`src/design/dmx_pkg.sv`:
```
package dmx_pkg;

  // ---------------------------------------------------------------
  // Instruction selection
  // ---------------------------------------------------------------
  typedef enum logic [2:0] {
    DMX_OP_NO_OPERATION,
    DMX_OP_LOAD_BANK_LITERAL,
    DMX_OP_LOAD_PAGE_LITERAL,
    DMX_OP_LOAD_WORK_LITERAL,
    DMX_OP_STORE_WORK_TO_FILE,
    DMX_OP_STORE_WORK_INDIRECT,
    DMX_OP_LOAD_OPTION,
    DMX_OP_SOFTWARE_RESET
  } dmx_op_t;

  // ---------------------------------------------------------------
  // Pointer mode codes
  // ---------------------------------------------------------------
  localparam logic [1:0] DMX_MODE_PRE_INC = 2'h0;
  localparam logic [1:0] DMX_MODE_PRE_DEC = 2'h1;
  localparam logic [1:0] DMX_MODE_POST_INC = 2'h2;
  localparam logic [1:0] DMX_MODE_POST_DEC = 2'h3;

  // ---------------------------------------------------------------
  // Widths and reset values
  // ---------------------------------------------------------------
  localparam int DMX_BANK_W = 5;
  localparam int DMX_PAGE_W = 7;
  localparam int DMX_FILE_W = 7;
  localparam int DMX_PTR_W = 16;
  localparam int DMX_OFS_W = 6;
  localparam logic [4:0] DMX_BANK_RST = 5'h00;
  localparam logic [6:0] DMX_PAGE_RST = 7'h00;
  localparam logic [7:0] DMX_WORK_RST = 8'h00;
  localparam logic [7:0] DMX_OPTION_RST = 8'hFF;
  localparam logic [15:0] DMX_PTR_RST = 16'h0000;
  localparam logic [15:0] DMX_PTR_ONE = 16'h0001;

endpackage : dmx_pkg

```
`src/design/dmx_exec.sv`:
```
`timescale 1ns/1ns
// Overview of operation
// - Bank literal loads 5-bit immediate into bank select, no flags touched.
// - Page literal loads 7-bit immediate into program counter high latch, no flags.
// - Store to file writes work register to file address 0..127, one cycle.
// - Pre modes address pointer plus or minus one, and write it back.
// - Post modes use old pointer, then step it; offset form keeps pointer.
// - Offset form adds signed offset -32..31 to pointer for the address.
// - Pointers are 16 bits and wrap modulo 65536 on step.
// - Pointer steps and indirect stores leave every status flag untouched.
// - Option load copies work register into timer option register, no flags.
// - Software reset pulses a whole-device reset request and the reset instruction flag clear.
module dmx_exec
  import dmx_pkg::*;
(
  // Clock and reset
  input wire logic clock_i,
  input wire logic reset_i,
  // Decoded instruction
  input wire logic exec_valid_i,
  input wire dmx_op_t exec_op_i,
  input wire logic [7:0] literal_i,
  input wire logic [DMX_FILE_W-1:0] file_addr_i,
  input wire logic pointer_index_i,
  input wire logic [1:0] pointer_mode_code_i,
  input wire logic offset_mode_i,
  input wire logic [DMX_OFS_W-1:0] offset_i,
  // Data memory write port
  output logic mem_write_o,
  output logic [15:0] mem_addr_o,
  output logic [7:0] mem_data_o,
  // Architectural state
  output logic [7:0] work_o,
  output logic [DMX_BANK_W-1:0] bank_select_register_o,
  output logic [DMX_PAGE_W-1:0] program_counter_high_latch_o,
  output logic [DMX_PTR_W-1:0] file_select_pointer0_o,
  output logic [DMX_PTR_W-1:0] file_select_pointer1_o,
  output logic [7:0] option_o,
  output logic status_write_o,
  // Software reset
  output logic device_reset_req_o,
  output logic reset_instruction_flag_clear_o
);

  // ---------------------------------------------------------------
  // Helpers
  // ---------------------------------------------------------------
  // Plain 16-bit add; the carry out is dropped so the pointer wraps
  function automatic logic [15:0] ptr_add(input logic [15:0] a, input logic [15:0] b);
    logic [16:0] s;
    s = {1'b0, a} + {1'b0, b};
    return s[15:0];
  endfunction : ptr_add

  // Plain 16-bit subtract; the borrow is dropped so zero wraps to the top
  function automatic logic [15:0] ptr_sub(input logic [15:0] a, input logic [15:0] b);
    logic [16:0] d;
    d = {1'b0, a} - {1'b0, b};
    return d[15:0];
  endfunction : ptr_sub

  // Sign extension of the relative offset to pointer width
  function automatic logic [15:0] offset_ext(input logic [DMX_OFS_W-1:0] k);
    return {{(DMX_PTR_W - DMX_OFS_W){k[DMX_OFS_W-1]}}, k};
  endfunction : offset_ext

  // ---------------------------------------------------------------
  // State
  // ---------------------------------------------------------------
  logic [7:0] work, next_work;
  logic [4:0] bank, next_bank;
  logic [6:0] page, next_page;
  logic [15:0] ptr0, next_ptr0;
  logic [15:0] ptr1, next_ptr1;
  logic [7:0] option, next_option;
  logic mem_write, next_mem_write;
  logic [15:0] mem_addr, next_mem_addr;
  logic [7:0] mem_data, next_mem_data;
  logic rst_req, next_rst_req;

  // ---------------------------------------------------------------
  // Shared decode
  // ---------------------------------------------------------------
  logic [15:0] sel_ptr;
  logic [15:0] stepped_ptr;
  logic [15:0] offset_addr;
  logic do_file_store;
  logic do_indirect;
  logic step_ptr;

  // One pointer path feeds both the write address and the update
  assign sel_ptr = pointer_index_i ? ptr1 : ptr0;
  assign stepped_ptr = pointer_mode_code_i[0] ? ptr_sub(sel_ptr, DMX_PTR_ONE)
                                              : ptr_add(sel_ptr, DMX_PTR_ONE);
  assign offset_addr = ptr_add(sel_ptr, offset_ext(offset_i));
  assign do_file_store = exec_valid_i && (exec_op_i == DMX_OP_STORE_WORK_TO_FILE);
  assign do_indirect = exec_valid_i && (exec_op_i == DMX_OP_STORE_WORK_INDIRECT);
  // Offset form keeps the pointer whatever the mode code says
  assign step_ptr = do_indirect && !offset_mode_i;

  // ---------------------------------------------------------------
  // Core registers
  // ---------------------------------------------------------------
  // Each register moves only on its own instruction; none writes a flag
  always_comb begin
    next_work = work;
    next_bank = bank;
    next_page = page;
    next_option = option;
    if (exec_valid_i) begin
      unique case (exec_op_i)
        DMX_OP_NO_OPERATION: begin
          next_work = work;
        end
        DMX_OP_LOAD_BANK_LITERAL: begin
          next_bank = literal_i[DMX_BANK_W-1:0];
        end
        DMX_OP_LOAD_PAGE_LITERAL: begin
          next_page = literal_i[DMX_PAGE_W-1:0];
        end
        DMX_OP_LOAD_WORK_LITERAL: begin
          next_work = literal_i;
        end
        DMX_OP_LOAD_OPTION: begin
          next_option = work;
        end
        // Stores and the reset request leave these alone
        DMX_OP_STORE_WORK_TO_FILE, DMX_OP_STORE_WORK_INDIRECT, DMX_OP_SOFTWARE_RESET: begin
          next_work = work;
        end
      endcase
    end
  end

  // Registered on every edge; reset values come from the package
  always_ff @(posedge clock_i or posedge reset_i) begin
    if (reset_i) begin
      work <= DMX_WORK_RST;
      bank <= DMX_BANK_RST;
      page <= DMX_PAGE_RST;
      option <= DMX_OPTION_RST;
    end else begin
      work <= next_work;
      bank <= next_bank;
      page <= next_page;
      option <= next_option;
    end
  end

  // ---------------------------------------------------------------
  // Pointers
  // ---------------------------------------------------------------
  // Only the stepping forms write back; a pointer never saturates
  always_comb begin
    next_ptr0 = ptr0;
    next_ptr1 = ptr1;
    if (step_ptr && pointer_index_i) begin
      next_ptr1 = stepped_ptr;
    end else if (step_ptr) begin
      next_ptr0 = stepped_ptr;
    end
  end

  // Pointer registers
  always_ff @(posedge clock_i or posedge reset_i) begin
    if (reset_i) begin
      ptr0 <= DMX_PTR_RST;
      ptr1 <= DMX_PTR_RST;
    end else begin
      ptr0 <= next_ptr0;
      ptr1 <= next_ptr1;
    end
  end

  // ---------------------------------------------------------------
  // Write port
  // ---------------------------------------------------------------
  // Strobe lasts one cycle; address and data hold until the next store
  // Data is the work register before any same-edge update
  always_comb begin
    next_mem_write = 1'b0;
    next_mem_addr = mem_addr;
    next_mem_data = mem_data;
    if (do_file_store) begin
      next_mem_write = 1'b1;
      next_mem_addr = {9'h000, file_addr_i};
      next_mem_data = work;
    end else if (do_indirect) begin
      next_mem_write = 1'b1;
      next_mem_data = work;
      if (offset_mode_i) begin
        next_mem_addr = offset_addr;
      end else if (pointer_mode_code_i[1]) begin
        next_mem_addr = sel_ptr;
      end else begin
        next_mem_addr = stepped_ptr;
      end
    end
  end

  // Write port registers
  always_ff @(posedge clock_i or posedge reset_i) begin
    if (reset_i) begin
      mem_write <= 1'b0;
      mem_addr <= DMX_PTR_RST;
      mem_data <= DMX_WORK_RST;
    end else begin
      mem_write <= next_mem_write;
      mem_addr <= next_mem_addr;
      mem_data <= next_mem_data;
    end
  end

  // ---------------------------------------------------------------
  // Reset request
  // ---------------------------------------------------------------
  // A one-cycle pulse; the system is expected to loop it into reset_i
  // Back-to-back reset instructions would stretch it, which is harmless
  always_comb begin
    next_rst_req = exec_valid_i && (exec_op_i == DMX_OP_SOFTWARE_RESET);
  end

  // Reset request register
  always_ff @(posedge clock_i or posedge reset_i) begin
    if (reset_i) begin
      rst_req <= 1'b0;
    end else begin
      rst_req <= next_rst_req;
    end
  end

  // ---------------------------------------------------------------
  // Outputs
  // ---------------------------------------------------------------
  // The reset request loops back through the system reset, which
  // then clears it; flag clear pulses with it
  assign work_o = work;
  assign bank_select_register_o = bank;
  assign program_counter_high_latch_o = page;
  assign file_select_pointer0_o = ptr0;
  assign file_select_pointer1_o = ptr1;
  assign option_o = option;
  assign mem_write_o = mem_write;
  assign mem_addr_o = mem_addr;
  assign mem_data_o = mem_data;
  assign status_write_o = 1'b0;
  assign device_reset_req_o = rst_req;
  assign reset_instruction_flag_clear_o = rst_req;

endmodule : dmx_exec

```
`config.mk`:
```
export PLATFORM = sky130hd
export DESIGN_NAME = dmx_exec
export DESIGN_NICKNAME = d
export VERILOG_FILES = /design/src/design/dmx_pkg.sv /design/src/design/dmx_exec.sv
export SDC_FILE = /design/constraint.sdc
export NUM_CORES = 1
export LEC_CHECK = 0
export ABC_AREA = 1
export BUFFER_PORTS_ARGS = -buffer_cell sky130_fd_sc_hd__buf_4
export CAP_MARGIN = 25
export CORE_MARGIN = 2
export CORE_UTILIZATION = 30
export CTS_BUF_LIST = sky130_fd_sc_hd__clkbuf_2
export DETAILED_ROUTE_END_ITERATION = 8
export PLACE_DENSITY = 0.57
export SLEW_MARGIN = 20
export SYNTH_ARGS = -nofsm -noshare
export SYNTH_HDL_FRONTEND = slang
export SYNTH_SLANG_ARGS = --single-unit
```
`constraint.sdc`:
```
create_clock -name clock_i -period 7.5 [get_ports clock_i]
set_input_delay 1.875 -clock clock_i [delete_from_list [all_inputs] [get_ports clock_i]]
set_output_delay 1.875 -clock clock_i [all_outputs]
set_load 0.01 [all_outputs]
```
==> results.yml, run 1 <==
route:
  post-route-drc-count: 0
  wire_length_reported_by_the_detailed_router_mm: 16.10
  highest_layer: "met4"
  first_iter_violations: 342
  wl_met1_mm: 8.260
  avgRoutedWirePerCell_um: 14.73
  sum_of_met2_wire_segment_lengths_after_detailed_routing_mm: 6.747
  route.antenna.remaining_nets: 0
  drt_first_pass_iters: 5
  route.detailed.vias_per_inst: 4.710
  length_of_routed_met3_wiring_um: 765
  num_vias: 5148
grt:
  grt_max_degree: 46
  globalRouteOverflowTotal: 0
  grt_first_pass_wirelength_mm: 26.18
  grt_antenna_before_repair: 1
  first_global_vias: 4848
  globalRouteTotalUtil_pct: 17.03
timing:
  timing.final.crit_period_ps: 3734
  count_of_final_max_slew_check_failures: 0
  setup_violations: 0
  fmax_ghz: 0.2678
  report.final.hold_viol_count: 0
  final_period_utilization_pct: 49.79
  setup_repair_after_global_routing_missed_its_margin: "false"
  worst_slew_margin_rel_pct: 39.58
  finalSetupTns_ps: 0
  worst_slew_pin_slew_ps: 905.3
  fin_skew_ps: 27.07
floorplan:
  design.core.area_sq_um: 17900
  initial_utilization_pct: 30.44
  ios: 119
  num_rows: 49
  die_area_sq_um: 19260
  floorplan.die.width_um: 138.8
  die_height_um: 138.8
power:
  ir_drop_mv: 0.1534
  design_power_total_w: 0.001931
  pwr_density_cell_nw_per_um2: 291.1
  p_leak_nw: 3.605
cts:
  tritoncts: "yes"
  holdBufCountCts: 0
  clockBufferDepth: 2
  clk_latency_ps: 620
  numClockSinks: 86
  post_cts_resize_count: 0
  htreeDepth: 3
  cts-buffers-inserted: 9
  post_cts.repair.setup_buffers: 0
  cts.clk_slew.worst_paths_ps: 250
  cts_root_buffer: "clkbuf_2"
logic_synthesis:
  syn_area_sq_um: 5450
  synth_fp_nets: 813
  synth.distinct_cells: 39
  async_reset_ff_share_pct: 100.0
  synth_cells: 751
  postSynth.topFlopCell: "dfrtp_1"
  synth-seq-area-share_pct: 39.67
  synth_edf_count: 0
  synth_seq_cells: 86
  syn_avg_cell_area_sq_um: 7.257
  ys_warn_count: 0
worst_hold_path:
  worstHoldPathType: "flop to flop"
layout:
  drive_gt1_share_pct: 18.89
  finish.utilization_pct: 37.05
  area_growth_syn_to_layout_pct: 21.69
  fin_nets: 920
  final_cell_area_sq_um: 6633
  fillers: 1970
  layout.cells.most_common: "nand2_1"
  final_cell_mix: "248 x nand2_1, 118 x buf_4, 79 x inv_1, 78 x dfrtp_1, 75 x o21ai_0"
worst_setup_path:
  ff2ff_setup_slack_ps: 5090
  setup.worst_path.end: "mem_addr_o[4]"
  worst_r2r_path_depth: 12
  critPathKind: "input port to flop"
  required_ps: 8070
  rr_endpoint: "mem_addr_o[13]"
  critical_path_peak_fanout: 20
  worst_setup_path_startpoint: "pointer_index_i"
  critical_path_launch_point_type: "input port"
  timing.critical_path.to_type: "flop"
  worstPathArrival_ps: 4310
  r2r_start: "file_select_pointer0_o[12]"
place:
  detailed_place_hpwl_mm: 12.67
  routabilityCongestion: 0.9327
  portBuffers: 117
  postPlaceCellArea_sq_um: 6528
job:
  max-cap-violations: 0
outcome:
  outcome: "completed"
## sequential cells by signal, summed over array words and instances, names as in the netlist
| signal | count |
|---|---|
| file_select_pointer0_o | 16 |
| bank_select_register_o | 5 |
| device_reset_req_o | 1 |
| work_o | 8 |
| mem_data_o | 8 |
| option_o | 8 |
| mem_write_o | 1 |
| file_select_pointer1_o | 16 |
| mem_addr_o | 16 |
| program_counter_high_latch_o | 7 |
## synth_stat cells (2+ instances only)
| library cell | count | area (sq um) |
|---|---|---|
| fa_1 | 2 | 40.04 |
| ha_1 | 29 | 362.9 |
| a21o_1 | 2 | 15.01 |
| nand2_1 | 248 | 930.9 |
| buf_4 | 3 | 22.52 |
| dfstp_2 | 8 | 210.2 |
| nor2_1 | 39 | 146.4 |
| nand3b_1 | 2 | 15.01 |
| or2_2 | 2 | 12.51 |
| xor2_1 | 6 | 52.55 |
| inv_1 | 80 | 300.3 |
| o221ai_1 | 2 | 17.52 |
| nand2_4 | 4 | 45.04 |
| clkbuf_1 | 9 | 33.78 |
| a21oi_1 | 45 | 225.2 |
| o21ai_1 | 13 | 65.06 |
| o21ai_0 | 75 | 375.4 |
| inv_2 | 4 | 15.01 |
| nor3_1 | 4 | 20.02 |
| buf_2 | 9 | 45.04 |
| and2_1 | 4 | 25.02 |
| buf_6 | 2 | 22.52 |
| xnor2_1 | 5 | 43.79 |
| o21bai_1 | 3 | 22.52 |
| dfrtp_1 | 78 | 1952 |
| nand2_2 | 5 | 31.28 |
| nand3_1 | 54 | 270.3 |
| nor3_4 | 2 | 32.53 |
| a22o_1 | 2 | 17.52 |
## worst max-delay path, cell delays in order
cell      delay (ps)
buf_4            240
inv_1            310
o21ai_0          260
inv_1            110
ha_1             350
nand2_1           60
nand2_1           80
and2_1           170
xor2_1           320
nand2_1           90
nand2_1           90
o311ai_0         220
nand3_1          130
## how the worst min path moves through the flow
stage | start | end | cells past startpoint
after floorplan | option_o[0] | option_o[0] | 2
after global placement | mem_addr_o[12] | mem_addr_o[12] | 2
after detailed placement | mem_addr_o[8] | mem_addr_o[8] | 2
after CTS | option_o[2] | option_o[2] | 2
after global routing | option_o[7] | option_o[7] | 2
final | option_o[2] | option_o[2] | 2
## stage by stage
step | instances | hold WS (ps) | setup WS [ps]
global placement | 1075 | 467.3 | 3176
global route | 1093 | 542.7 | 3540
finish | 1093 | 509.8 | 3766
detailed placement | 1076 | 470.3 | 3127
floorplan | 751 | 495.4 | 3416
CTS | 1092 | 516.4 | 3840
## final cells by class
class                           count  area (sq um)  share of cell area (%)
Multi-Input combinational cell    558          2849                   42.95
Clock buffer                        9         45.04                  0.6791
Timing Repair Buffer              119         913.4                   13.77
Antenna cell                        1         2.502                 0.03773
Inverter                           84         316.6                   4.773
Sequential cell                    86          2162                   32.60
Tap cell                          229         286.5                   4.320
Clock inverter                      7         57.56                  0.8678
## layer usage
| layer | GRT usage [%] | vias up |
|---|---|---|
| li1 | - | 2658 |
| met1 | 25.58 | 2348 |
| met2 | 24.66 | 122 |
| met3 | 3.073 | 20 |
| met4 | 5.582 | 0 |
| met5 | 0 | - |
## power by group
group | internal (W) | switching [W] | total (W)
logic | 0.000408 | 0.000608 | 0.00102
clock network | 0.0000489 | 0.000189 | 0.000237
registers | 0.000587 | 0.0000904 | 0.000677
total | 0.00104 | 0.000887 | 0.00193
## kinds of logic (layout without fill, tap and decap cells)
| logic type | Yosys count | after routing | synth area share, % |
|---|---|---|---|
| and+or+nand+nor | 368 | 368 | 28.60 |
| AOI/OAI and AO/OA | 145 | 145 | 13.96 |
| buffers and inverters | 107 | 219 | 8.058 |
| DFF | 86 | 86 | 39.67 |
| adders and majority gates | 31 | 31 | 7.392 |
| xor gates and xnor gates | 12 | 12 | 2.066 |
| other | 1 | 2 | 0.06880 |
| muxes | 1 | 1 | 0.1837 |
(Power assumes the default switching activity.)
==> run 2, diff against run 1 <==
Settings changed: PLACE_DENSITY 0.57 to 0.59.
Clock period 7.5 ns to 3.3 ns, I/O delays scaled along.
==> run 2 against run 1 <==
Net effect:
- cell count up 0.82%
- combinational power up 130%
- largest cell class unchanged
- global-route usage up 0.36 points
- highest routed layer unchanged
- clock-buffer cell count unchanged
- sequential cell count unchanged
- clock skew up 21 ps
==> results.yml, run 2 (synthesis gave the netlist of run 1 again) <==
worst_setup_path:
  critical-path-top-delay-family: "simple AND/OR/NAND/NOR gates"
  worstPathBufferInverterCount: 4
  worst_path_largest_cell_delay_ps: 380
  stages_on_the_worst_setup_path: 16
  timing.critical_path.to_type: "flop"
  critical_path_peak_fanout: 16
  crit_path_cell_trace: "buf_4, inv_1, buf_4, nand2_1, nand2_1, ha_1, a21oi_1, nor2_1, nor2_1, nand3_1, nand2_1, nand2_1, o21ai_0, inv_1, nand2_1, nand2_1"
  required_ps: 3860
  timing.critical_path.mode_cell: "nand2_1"
  worst_r2r_path_depth: 11
  critPathKind: "input port to flop"
  critical_path_launch_point_type: "input port"
  worstPathArrival_ps: 3010
  critical_path.slowest_cell: "ha_1"
floorplan:
  ios: 119
  num_rows: 49
  design.core.area_sq_um: 17900
  die_height_um: 138.8
  floorplan.die.width_um: 138.8
  die_area_sq_um: 19260
  initial_utilization_pct: 30.44
job:
  max-cap-violations: 0
place:
  portBuffers: 117
  routabilityCongestion: 0.9080
  place_ws_ps: 149.5
  detailed_place_hpwl_mm: 12.75
route:
  first_iter_violations: 248
  avgRoutedWirePerCell_um: 14.77
  drt_first_pass_iters: 4
  post-route-drc-count: 0
  route.detailed.vias_per_inst: 4.631
  route.antenna.remaining_nets: 0
  num_vias: 5103
  wire_length_reported_by_the_detailed_router_mm: 16.28
timing:
  finalSetupTns_ps: 0
  worst_slew_margin_rel_pct: 58.92
  worst_slack_ps: 855.0
  timing.final.crit_period_ps: 2445
  setup_repair_after_global_routing_missed_its_margin: "false"
  fmax_ghz: 0.4090
  count_of_final_max_slew_check_failures: 0
  setup_violations: 0
  final_period_utilization_pct: 74.09
  worst_slew_pin_slew_ps: 615.5
  report.final.hold_viol_count: 0
  fin_skew_ps: 47.95
cts:
  cts_root_buffer: "clkbuf_2"
  holdBufCountCts: 0
  post_cts.repair.setup_buffers: 0
  numClockSinks: 86
  htreeDepth: 3
  clockBufferDepth: 2
  tritoncts: "yes"
  clk_latency_ps: 660
  cts-buffers-inserted: 9
  post_cts_resize_count: 0
  cts.clk_slew.worst_paths_ps: 310
grt:
  globalRouteOverflowTotal: 0
  globalRouteTotalUtil_pct: 17.39
  grt_antenna_before_repair: 1
  first_global_vias: 4940
  grt_first_pass_wirelength_mm: 26.81
  grt_max_degree: 55
power:
  pwr_density_cell_nw_per_um2: 673.2
  power.share.combinational_pct: 52.0
  ir_drop_mv: 0.3981
  p_int_w: 0.002484
  switching_fraction_pct: 45.02
  p_leak_nw: 3.643
  power.sequential.fraction_pct: 34.1
  clockPowerShare_pct: 13.9
  net_switching_w: 0.002034
layout:
  drive_gt1_share_pct: 19.63
  fin_nets: 928
  layout.cells.most_common: "nand2_1"
  final_cell_mix: "248 x nand2_1, 126 x buf_4, 79 x inv_1, 78 x dfrtp_1, 75 x o21ai_0"
  area_growth_syn_to_layout_pct: 23.14
  fillers: 1926
worst_hold_path:
  worstHoldPathType: "input port to asynchronous set/reset pin"
outcome:
  outcome: "completed"
==> run 2: worst paths after layout <==
kind	slack, ps	start	end
max in group asynchronous	2380	reset_i	option_o[0]
worst min-delay path	160	reset_i	file_select_pointer1_o[12]
worst max-delay path	860	pointer_index_i	mem_addr_o[10]
worst min register to register	510	option_o[0]	option_o[0]
min in group clock_i	380	file_addr_i[6]	mem_addr_o[6]
worst max register to register	930	file_select_pointer1_o[1]	file_select_pointer0_o[12]
==> run 2: final cells by class <==
| class | instances | area, sq um | area share, % |
|---|---|---|---|
| Multi-Input combinational cell | 558 | 2849 | 42.45 |
| Sequential cell | 86 | 2162 | 32.21 |
| Timing Repair Buffer | 127 | 965.9 | 14.39 |
| Inverter | 84 | 316.6 | 4.717 |
| Tap cell | 229 | 286.5 | 4.269 |
| Clock inverter | 7 | 81.33 | 1.212 |
| Clock buffer | 9 | 45.04 | 0.6711 |
| Antenna cell | 2 | 5.005 | 0.07457 |
==> run 2: metrics by stage <==
stage                     hold slack, ps  total power, W  std cells  cell area [sq um]  utilization (%)
after floorplan                    495.4        0.002963        751               5450                -
after global placement             466.7        0.003900       1084               6580            36.76
after detailed placement           470.0        0.003917       1084               6580            36.76
after CTS                          164.6        0.004549       1100               6706            37.46
after global routing               201.2        0.004940       1102               6711            37.49
final                              156.9        0.004518       1102               6711            37.49
==> run 2: metal layers <==
metal  track usage, %  share of wire, %
met5                0                 0
met4            5.104               1.4
met3            2.970               3.8
met2            25.75                43
met1            25.99                52
==> run 2: power by group through the flow <==
stage	combinational (W)	clock, W	sequential (W)
2_1_floorplan	0.00132	0	0.00165
3_3_place_gp	0.00234	0	0.00156
3_5_place_dp	0.00236	0	0.00156
4_1_cts	0.00237	0.000642	0.00154
5_1_grt	0.00267	0.000689	0.00158
6_report	0.00235	0.000630	0.00154
==> run 2: worst reg2reg max path, cell delays in order (launching register included) <==
cell and delay, ps:
dfrtp_1 460, mux2i_1 160, inv_1 160, fa_1 460, nand2_1 90, nand2_1 70
and2_1 180, nand3_1 80, nand3_1 90, xor2_1 300, nand2_1 80, o21ai_0 150
